<file path="src/verilog/earth_fault_defines.svh">
// Purpose: constants for the earth-fault stage decision block
// Assumes: 200 MHz system clock, settings in ms, 0.1 %, degrees
// Notes: register offsets are byte addresses on the plain port
`ifndef EARTH_FAULT_DEFINES_SVH
`define EARTH_FAULT_DEFINES_SVH
`define EF_ADDR_CTRL 8'h00
`define EF_ADDR_LS_I 8'h04
`define EF_ADDR_LS_U 8'h08
`define EF_ADDR_LS_T 8'h0C
`define EF_ADDR_HS_I 8'h10
`define EF_ADDR_HS_U 8'h14
`define EF_ADDR_HS_T 8'h18
`define EF_ADDR_TR_TRIG 8'h1C
`define EF_ADDR_TR_HOLD 8'h20
`define EF_ADDR_TR_IC 8'h24
`define EF_ADDR_TR_T 8'h28
`define EF_ADDR_TR_INT 8'h2C
`define EF_ADDR_STATUS 8'h30
`define EF_CTRL_LSDIS 0
`define EF_CTRL_SPEEDUP 1
`define EF_CTRL_TRDIS 2
`define EF_CTRL_CHAR_LO 3
`define EF_CTRL_HSMODE_LO 5
`define EF_CTRL_RESET 16'h0000
`define EF_TIME_RESET 16'h0064
`define EF_THR_RESET 16'h0064
`define EF_TR_TIME_RESET 16'h1388
`define EF_INT_RESET 16'h0012
`define EF_CLK_HZ 200000000
`define EF_TICK_MS 1
`define EF_HS_BLOCK_MS 400
`define EF_SPEEDUP_BLOCK_MS 1000
`define EF_TR_GUARD_MS 1000
`define EF_SECTOR_NARROW 70
`define EF_SECTOR_WIDE 80
`define EF_SECTOR_LIMIT 30
`define EF_IC_DIVISOR 3
`endif

</file>
<file path="src/verilog/earth_fault_pkg.sv">
// Purpose: types for the earth-fault stage decision block
// Assumes: measurements arrive on the system clock
// Notes: angles are signed degrees, projections signed
package earth_fault_pkg;
    typedef enum logic [1:0] {
        CH_ANG0 = 2'b00,
        CH_ANG90 = 2'b01,
        CH_COS = 2'b10,
        CH_SIN = 2'b11
    } charac_t;
    typedef enum logic [1:0] {
        HS_FWD = 2'b00,
        HS_REV = 2'b01,
        HS_NONDIR = 2'b10,
        HS_VOLT = 2'b11
    } hs_mode_t;
    typedef enum logic [2:0] {
        TR_IDLE = 3'b001,
        TR_RUN = 3'b010,
        TR_TRIP = 3'b100
    } tr_state_t;
    typedef struct packed {
        logic [15:0] io_mag;
        logic [15:0] uo_mag;
        logic signed [9:0] phi;
        logic signed [15:0] io_cos;
        logic signed [15:0] io_sin;
    } meas_t;
    typedef struct packed {
        logic tr;
        logic hs;
        logic ls;
    } stage_flags_t;
endpackage

</file>
<file path="src/verilog/earth_fault_stages.sv">
// Purpose: start and trip decisions of low-set, high-set and transient stages
// Assumes: measurement and transient front end run on i_sys_clk
// Notes: settings and status over a plain register port
//
// Overview of operation
// - Two independent directional stages, low-set and high-set, with own settings.
// - Angle criterion: current and voltage above threshold, angle inside area.
// - Projection criterion: voltage and current times sine or cosine.
// - Characteristic: sine, cosine, or angle around 0 or -90 degrees.
// - Low-set always forward; high-set forward or reverse.
// - High-set may be non-directional or a pure residual-voltage stage.
// - Low-set disable switch removes low-set start and trip.
// - Low-set and high-set start outputs and start indication code rise together.
// - Trip only if still started when operate time has elapsed.
// - Zero-degree angle sector 70 degrees below 3 percent setting, else 80.
// - Transient stage starts on a sudden voltage rise above trigger level.
// - Transient calculation and operate counter begin in the start cycle.
// - Transient trips only if voltage still above hold level at time-out.
// - Transient capacitive criterion is one third of the setting.
// - Integration window configurable, default 1.8 ms, passed to front end.
// - Low-set disable blocks high-set for 0.4 s after transient start.
// - Speed-up blocks both directional stages for about one second.
// - Calculation time 400 ms with low-set disabled and speed-up off.
// - With speed-up off and low-set enabled, directional trips suppressed between transient time minus 1 s and it.
// - Transient disable switch deactivates only the transient stage.
`timescale 1ns/1ps
`include "earth_fault_defines.svh"
module earth_fault_stages
    import earth_fault_pkg::*;
#(
    parameter int TICK_CYC = `EF_CLK_HZ / 1000 * `EF_TICK_MS
) (
    input wire logic i_sys_clk,
    input wire logic i_rst_b,
    input wire logic [7:0] i_addr,
    input wire logic [15:0] i_wdata,
    input wire logic i_wr,
    input wire logic i_rd,
    output logic [15:0] o_rdata,
    input wire meas_t i_meas,
    input wire logic [15:0] i_tr_ic_est,
    input wire logic i_tr_fwd,
    output stage_flags_t o_start,
    output stage_flags_t o_trip,
    output logic [1:0] o_start_code,
    output logic o_tr_calc_start,
    output logic o_tr_calc_active,
    output logic [15:0] o_integration_window
);
    localparam logic [15:0] HS_BLOCK = 16'(`EF_HS_BLOCK_MS / `EF_TICK_MS);
    localparam logic [15:0] SPD_BLOCK = 16'(`EF_SPEEDUP_BLOCK_MS / `EF_TICK_MS);
    localparam logic [15:0] TR_GUARD = 16'(`EF_TR_GUARD_MS / `EF_TICK_MS);
    localparam logic [15:0] MAX_MS = 16'hFFFF;

    logic [15:0] ctrl_r, ls_i_r, ls_u_r, ls_t_r, hs_i_r, hs_u_r, hs_t_r;
    logic [15:0] tr_trig_r, tr_hold_r, tr_ic_r, tr_t_r, int_r;
    logic [31:0] tick_cnt_r;
    logic tick;
    logic [15:0] ls_ms_r, hs_ms_r, tr_ms_r, uo_prev_r;
    tr_state_t tr_state_r;
    stage_flags_t start_r, trip_r;
    logic calc_start_r;
    logic lsdis, speedup, trdis, rev, tr_rise, ls_hit, hs_hit, ic_ok;
    logic ls_block, hs_block, guard, tr_time_up;
    charac_t ch;
    hs_mode_t hs_mode;
    logic [15:0] ic_third, calc_len;

    // Directional criterion for one stage
    function automatic logic dir_hit(input meas_t m, input charac_t c, input logic r,
                                     input logic [15:0] ithr, input logic [15:0] uthr);
        logic signed [9:0] p;
        logic signed [9:0] sec;
        logic signed [16:0] proj;
        logic signed [16:0] thr;
        logic u_ok;
        logic i_ok;
        p = m.phi;
        if (r) begin
            p = (m.phi > 10'sd0) ? (m.phi - 10'sd180) : (m.phi + 10'sd180);
        end
        sec = (ithr < 16'(`EF_SECTOR_LIMIT)) ? 10'sd`EF_SECTOR_NARROW
                                             : 10'sd`EF_SECTOR_WIDE;
        thr = signed'({1'b0, ithr});
        u_ok = m.uo_mag >= uthr;
        i_ok = m.io_mag >= ithr;
        proj = (c == CH_COS) ? 17'(m.io_cos) : -17'(m.io_sin);
        if (r) begin
            proj = -proj;
        end
        case (c)
            CH_ANG0: dir_hit = u_ok && i_ok && (p >= -sec) && (p <= sec);
            CH_ANG90: dir_hit = u_ok && i_ok && (p < 10'sd0) && (p > -10'sd180);
            CH_COS: dir_hit = u_ok && (proj >= thr);
            CH_SIN: dir_hit = u_ok && (proj >= thr);
            default: dir_hit = 1'b0;
        endcase
    endfunction

    assign lsdis = ctrl_r[`EF_CTRL_LSDIS];
    assign speedup = ctrl_r[`EF_CTRL_SPEEDUP];
    assign trdis = ctrl_r[`EF_CTRL_TRDIS];
    assign ch = charac_t'(ctrl_r[`EF_CTRL_CHAR_LO +: 2]);
    assign hs_mode = hs_mode_t'(ctrl_r[`EF_CTRL_HSMODE_LO +: 2]);
    assign rev = hs_mode == HS_REV;

    // Register port
    always_ff @(posedge i_sys_clk) begin
        if (!i_rst_b) begin
            ctrl_r <= `EF_CTRL_RESET;
            ls_i_r <= `EF_THR_RESET;
            ls_u_r <= `EF_THR_RESET;
            ls_t_r <= `EF_TIME_RESET;
            hs_i_r <= `EF_THR_RESET;
            hs_u_r <= `EF_THR_RESET;
            hs_t_r <= `EF_TIME_RESET;
            tr_trig_r <= `EF_THR_RESET;
            tr_hold_r <= `EF_THR_RESET;
            tr_ic_r <= `EF_THR_RESET;
            tr_t_r <= `EF_TR_TIME_RESET;
            int_r <= `EF_INT_RESET;
        end else if (i_wr) begin
            case (i_addr)
                `EF_ADDR_CTRL: ctrl_r <= {9'h000, i_wdata[6:0]};
                `EF_ADDR_LS_I: ls_i_r <= i_wdata;
                `EF_ADDR_LS_U: ls_u_r <= i_wdata;
                `EF_ADDR_LS_T: ls_t_r <= i_wdata;
                `EF_ADDR_HS_I: hs_i_r <= i_wdata;
                `EF_ADDR_HS_U: hs_u_r <= i_wdata;
                `EF_ADDR_HS_T: hs_t_r <= i_wdata;
                `EF_ADDR_TR_TRIG: tr_trig_r <= i_wdata;
                `EF_ADDR_TR_HOLD: tr_hold_r <= i_wdata;
                `EF_ADDR_TR_IC: tr_ic_r <= i_wdata;
                `EF_ADDR_TR_T: tr_t_r <= i_wdata;
                `EF_ADDR_TR_INT: int_r <= i_wdata;
                default: ctrl_r <= ctrl_r;
            endcase
        end
    end

    always_ff @(posedge i_sys_clk) begin
        if (!i_rst_b) begin
            o_rdata <= 16'h0000;
        end else if (i_rd) begin
            case (i_addr)
                `EF_ADDR_CTRL: o_rdata <= ctrl_r;
                `EF_ADDR_LS_I: o_rdata <= ls_i_r;
                `EF_ADDR_LS_U: o_rdata <= ls_u_r;
                `EF_ADDR_LS_T: o_rdata <= ls_t_r;
                `EF_ADDR_HS_I: o_rdata <= hs_i_r;
                `EF_ADDR_HS_U: o_rdata <= hs_u_r;
                `EF_ADDR_HS_T: o_rdata <= hs_t_r;
                `EF_ADDR_TR_TRIG: o_rdata <= tr_trig_r;
                `EF_ADDR_TR_HOLD: o_rdata <= tr_hold_r;
                `EF_ADDR_TR_IC: o_rdata <= tr_ic_r;
                `EF_ADDR_TR_T: o_rdata <= tr_t_r;
                `EF_ADDR_TR_INT: o_rdata <= int_r;
                `EF_ADDR_STATUS: o_rdata <= {8'h00, o_tr_calc_active,
                                             hs_block, trip_r, start_r};
                default: o_rdata <= 16'h0000;
            endcase
        end else begin
            o_rdata <= 16'h0000;
        end
    end

    // Millisecond tick
    assign tick = tick_cnt_r == 32'(TICK_CYC - 1);
    always_ff @(posedge i_sys_clk) begin
        if (!i_rst_b || tick) begin
            tick_cnt_r <= 32'h0000_0000;
        end else begin
            tick_cnt_r <= tick_cnt_r + 32'h0000_0001;
        end
    end

    // Start criteria
    assign ls_hit = !lsdis && dir_hit(i_meas, ch, 1'b0, ls_i_r, ls_u_r);
    always_comb begin
        case (hs_mode)
            HS_NONDIR: hs_hit = (i_meas.io_mag >= hs_i_r) && (i_meas.uo_mag >= hs_u_r);
            HS_VOLT: hs_hit = i_meas.uo_mag >= hs_u_r;
            default: hs_hit = dir_hit(i_meas, ch, rev, hs_i_r, hs_u_r);
        endcase
    end

    // Transient trigger and blocking windows
    assign tr_rise = !trdis && (uo_prev_r <= tr_trig_r)
                     && (i_meas.uo_mag > tr_trig_r);
    assign ic_third = tr_ic_r / 16'(`EF_IC_DIVISOR);
    assign ic_ok = (i_tr_ic_est >= ic_third) && i_tr_fwd;
    assign tr_time_up = tr_ms_r >= tr_t_r;
    assign calc_len = speedup ? SPD_BLOCK : (lsdis ? HS_BLOCK : tr_t_r);
    assign guard = (tr_t_r < TR_GUARD) || (tr_ms_r >= tr_t_r - TR_GUARD);
    always_comb begin
        ls_block = 1'b0;
        hs_block = 1'b0;
        if (tr_state_r == TR_RUN) begin
            if (speedup) begin
                ls_block = tr_ms_r < SPD_BLOCK;
                hs_block = tr_ms_r < SPD_BLOCK;
            end else if (lsdis) begin
                hs_block = tr_ms_r < HS_BLOCK;
            end else begin
                ls_block = guard && !tr_time_up;
                hs_block = guard && !tr_time_up;
            end
        end
    end

    always_ff @(posedge i_sys_clk) begin
        if (!i_rst_b) begin
            uo_prev_r <= 16'hFFFF;
        end else begin
            uo_prev_r <= i_meas.uo_mag;
        end
    end

    // Directional stage timers
    always_ff @(posedge i_sys_clk) begin
        if (!i_rst_b) begin
            start_r.ls <= 1'b0;
            start_r.hs <= 1'b0;
            trip_r.ls <= 1'b0;
            trip_r.hs <= 1'b0;
            ls_ms_r <= 16'h0000;
            hs_ms_r <= 16'h0000;
        end else begin
            start_r.ls <= ls_hit;
            start_r.hs <= hs_hit;
            ls_ms_r <= !ls_hit ? 16'h0000
                       : ((tick && ls_ms_r != MAX_MS) ? ls_ms_r + 16'h0001 : ls_ms_r);
            hs_ms_r <= !hs_hit ? 16'h0000
                       : ((tick && hs_ms_r != MAX_MS) ? hs_ms_r + 16'h0001 : hs_ms_r);
            trip_r.ls <= ls_hit && start_r.ls && (ls_ms_r >= ls_t_r) && !ls_block;
            trip_r.hs <= hs_hit && start_r.hs && (hs_ms_r >= hs_t_r) && !hs_block;
        end
    end

    // Transient stage sequence
    always_ff @(posedge i_sys_clk) begin
        if (!i_rst_b || trdis) begin
            tr_state_r <= TR_IDLE;
            tr_ms_r <= 16'h0000;
            start_r.tr <= 1'b0;
            trip_r.tr <= 1'b0;
            calc_start_r <= 1'b0;
        end else begin
            calc_start_r <= 1'b0;
            case (tr_state_r)
                TR_IDLE: begin
                    if (tr_rise) begin
                        tr_state_r <= TR_RUN;
                        tr_ms_r <= 16'h0000;
                        start_r.tr <= 1'b1;
                        calc_start_r <= 1'b1;
                    end
                end
                TR_RUN: begin
                    if (tr_time_up) begin
                        start_r.tr <= 1'b0;
                        if ((i_meas.uo_mag > tr_hold_r) && ic_ok) begin
                            tr_state_r <= TR_TRIP;
                            trip_r.tr <= 1'b1;
                        end else begin
                            tr_state_r <= TR_IDLE;
                        end
                    end else if (tick) begin
                        tr_ms_r <= tr_ms_r + 16'h0001;
                    end
                end
                TR_TRIP: begin
                    if (i_meas.uo_mag <= tr_hold_r) begin
                        tr_state_r <= TR_IDLE;
                        trip_r.tr <= 1'b0;
                    end
                end
                default: tr_state_r <= TR_IDLE;
            endcase
        end
    end

    // Start indication code follows the highest started directional stage; transient start is not coded
    always_ff @(posedge i_sys_clk) begin
        if (!i_rst_b) begin
            o_start_code <= 2'h0;
        end else begin
            o_start_code <= (hs_hit ? 2'h2 : (ls_hit ? 2'h1 : 2'h0));
        end
    end

    assign o_start = start_r;
    assign o_trip = trip_r;
    assign o_tr_calc_start = calc_start_r;
    assign o_tr_calc_active = (tr_state_r == TR_RUN) && (tr_ms_r < calc_len);
    assign o_integration_window = int_r;
endmodule
</file>
<file path="config.mk">
export PLATFORM = sky130hd
export DESIGN_NAME = earth_fault_stages
export DESIGN_NICKNAME = d
export VERILOG_FILES = /design/src/verilog/earth_fault_pkg.sv /design/src/verilog/earth_fault_stages.sv
export VERILOG_INCLUDE_DIRS = /design/src /design/src/verilog
export SDC_FILE = /design/constraint.sdc
export NUM_CORES = 1
export LEC_CHECK = 0
export ABC_AREA = 1
export BUFFER_PORTS_ARGS = -buffer_cell sky130_fd_sc_hd__buf_2
export CAP_MARGIN = 10
export CORE_AREA = 2 2 195 197
export DETAILED_ROUTE_END_ITERATION = 8
export DIE_AREA = 0 0 197 199
export GPL_TIMING_DRIVEN = 0
export MAX_ROUTING_LAYER = met4
export PLACE_DENSITY = 0.87
export SYNTH_ARGS = -nofsm -noshare
export SYNTH_HDL_FRONTEND = slang
export SYNTH_SLANG_ARGS = --single-unit
</file>
<file path="constraint.sdc">
create_clock -name i_sys_clk -period 6.25 [get_ports i_sys_clk]
set_clock_uncertainty 0.1 [all_clocks]
set_input_delay 0.625 -clock i_sys_clk [delete_from_list [all_inputs] [get_ports i_sys_clk]]
set_output_delay 0.625 -clock i_sys_clk [all_outputs]
set_load 0.03 [all_outputs]
</file>
==> run metrics <==
reg2reg start tr_ic_r[15]$_SDFFE_PN0P_; simple-gate share of the synthesized area 18.5%; Die Span Y 199 um; Clk pin slew, worst setup/hold paths 70 ps; gp weighted congestion 1.13; failing checks negative setup slack; fraction of layout instances using a drive strength above 1 12.5%; top cell type's share of synthesized area 30.5%; initial core utilization 54.1%; Critical Path Start Type register; slack of the critical path -443 ps; Clk Latency, worst-skew pair 540 ps; period utilization 107%; Final Hold Fails 0; Critical Path RT 6560 ps; hold path start i_meas[42]; # DRC 0; Worst path slowest cell dfxtp_4; synthesized area 20,100 um2; Most used DFF post-synth dfxtp_1; Detailed Routing Iterations Pass 1 6; DIE AREA 39,200 um2; pins over their slew limit 0; Post-DP HPWL 55.8 mm; largest family of logic cells by synthesized area compound AO/OA/AOI/OAI gates; YS warnings 0; Iter 0 DRT Violations 2,540; Post-Synth Adder-Cell Area 16.0%; Hold Path Class in2reg; Layout Nets 3,386; Compound-Gate Fraction of Synth Area 23.4%; total track usage 36.8%; Slowest Stage Delay on Critical Path 380 ps; Row Count 71; Area contributors post-synth dfxtp_1 (30%), ha_1 (16%), a21oi_1 (8.2%); Power Total 4460 uW; Core ar. 37,100 um2; pin count of the biggest net entering global routing 15; multiplexer area fraction after synthesis 0.0560%; number of flops mapped to enable cells by yosys 0; Worst Path Max Fanout 4; DRT antenna net count 0; Die W 197 um; critical path data arrival time 7010 ps; Worst VDD drop 0.000216 V; Yosys cell types 55; Synth Instances 2,786; max capacitance violation total 0; hold_buf cts 0; CTS Sinks 306; cts bufs inserted 34; DR vias/cell 6.15; Final Cell Area 23,200 um2; RSZ-0062 raised after global routing true; min cycle time layout 6690 ps; most frequent cells in the layout inv_1 (409), nand2_1 (333), a21oi_1 (326), dfxtp_1 (302), ha_1 (255); syn_nets 3,162; status finished with violations; Post-Route WL 72.9 mm; Synth area leader dfxtp_1; Ports 161; first-pass GRT wire length 109 mm; Cell Area, Placed 21,500 um2; Multi-input gate area 12,300 um2; detailed-route via count 21,600; final core utilization 62.4%; PortBufs 159; post-synthesis sequential area ratio 30.5%; ys async rst share 0%; crit-path most repeated cell nand2_2; XOR/XNOR Fraction of Synth Area 1.61%; Sequential Area 6140 um2; H-tree depth 2; initial antenna violation count 2; most common cell after layout, fill and taps aside inv_1; PwrDens 192 nW/um2; grt ovf 0; Worst Setup SP tr_ic_r[15]$_SDFFE_PN0P_; Worst slew margin 31.4%; Critical Path End Type register; Lkg Pwr 0.0102 uW; vias in the first global route 20,300; clock buffer depth 3; routed len/inst 20.8 um; TritonCTS clock tree built; #FFs+latches synth 306; final setup violation count 3; Area Growth Syn to Fin 15.3%; Worst Tran Pin Value 1030 ps; CP Class reg2reg; syn avg cell area 7.21 um2; Max Freq 149 MHz; Fill cells 3,200; Clock Tree Root clkbuf_16
-- cell type report --
| class | count | area share [%] |
|---|---|---|
| clock inverters | 13 | 0.405 |
| plain buffers | 80 | 1.32 |
| inverters | 446 | 7.25 |
| diodes | 3 | 0.0324 |
| flip-flops and latches | 306 | 26.5 |
| repair buffers | 189 | 4.47 |
| multi-input cells | 1953 | 53.3 |
| clock buffers | 49 | 4.22 |
| well taps | 474 | 2.56 |
-- repair_timing --
action,CTS,global route
setup endpoints to repair,3,20
cloned,0,0
hold endpoints to repair,0,0
pin swaps,25,37
gates resized for setup,48,55
buffers inserted,14,15
-- metal layers --
metal  global-route usage [%]  part of all wire (%)  up-vias
li1                         -                     -    10000
met3                     7.82                    11      321
met1                     45.1                    40     9986
met4                     19.1                   6.0        0
met5                        -                     0        -
met2                     57.3                    43     1267
-- worst paths after layout --
kind | to | slack, ps | cells after the start
min | uo_prev_r[0]$_SDFF_PN1_ | 300 | 3
max reg2reg | o_trip[2]$_SDFFE_PP0P_ | -440 | 56
max | o_trip[2]$_SDFFE_PP0P_ | -440 | 56
min reg2reg | tick_cnt_r[0]$_SDFF_PP0_ | 350 | 1
-- power by group --
part	internal [uW]	leakage [uW]	switching, uW
Clock	1100	0.000520	864
Combinational	172	0.00716	338
Sequential	1970	0.00248	14.5
Total	3240	0.0102	1220
-- registers in the layout, indices dropped and copies added, names as in the netlist, 3 cells and up --
register	flops
ctrl_r	7
tr_ic_r	16
hs_t_r	16
tr_state_r	3
o_trip	3
o_start	3
o_rdata	16
tr_hold_r	16
ls_u_r	16
uo_prev_r	16
hs_ms_r	16
tr_trig_r	16
ls_i_r	16
tr_t_r	16
tick_cnt_r	32
hs_u_r	16
o_integration_window	16
hs_i_r	16
ls_ms_r	16
tr_ms_r	16
ls_t_r	16
-- through the flow --
step	hold slack [ps]	setup TNS (ps)	setup slack, ps	instances
3_5_place_dp	349	-2470	-928	3420
6_report	295	-1240	-443	3513
4_1_cts	284	-702	-266	3496
2_1_floorplan	318	0	375	2786
3_3_place_gp	328	-1390	-540	3419
5_1_grt	316	-2410	-826	3512
-- cell families after synthesis --
group                      count (synthesis)
xor gates and xnor gates                  37
muxes                                      1
AOI/OAI and AO/OA                        821
DFF                                      306
and+or+nand+nor                          837
adders and majority gates                257
buffers and inverters                    527
-- synthesized netlist by cell type, types with 12 or more instances --
library cell	n
inv_1	420
nand2_1	356
a21oi_1	330
dfxtp_1	306
ha_1	256
o21ai_0	250
nor2_1	200
nand3_1	79
clkbuf_1	76
nor3_1	57
nand4_1	47
o22ai_1	47
o21a_1	37
xor2_1	31
a221oi_1	29
nor4_1	28
or2_2	26
o211ai_1	23
clkinv_1	14
o21ai_1	14
a31oi_1	12
inv_2	12
-- worst max-delay path: cells and delay by family (launching register included) --
family	cells	cell delay, ps
buffers and inverters	4	390
adders and majority gates	2	450
AOI/OAI and AO/OA	18	2560
and+or+nand+nor	32	2680
DFF	1	380
Note: power is estimated with default switching activity, not from simulation.
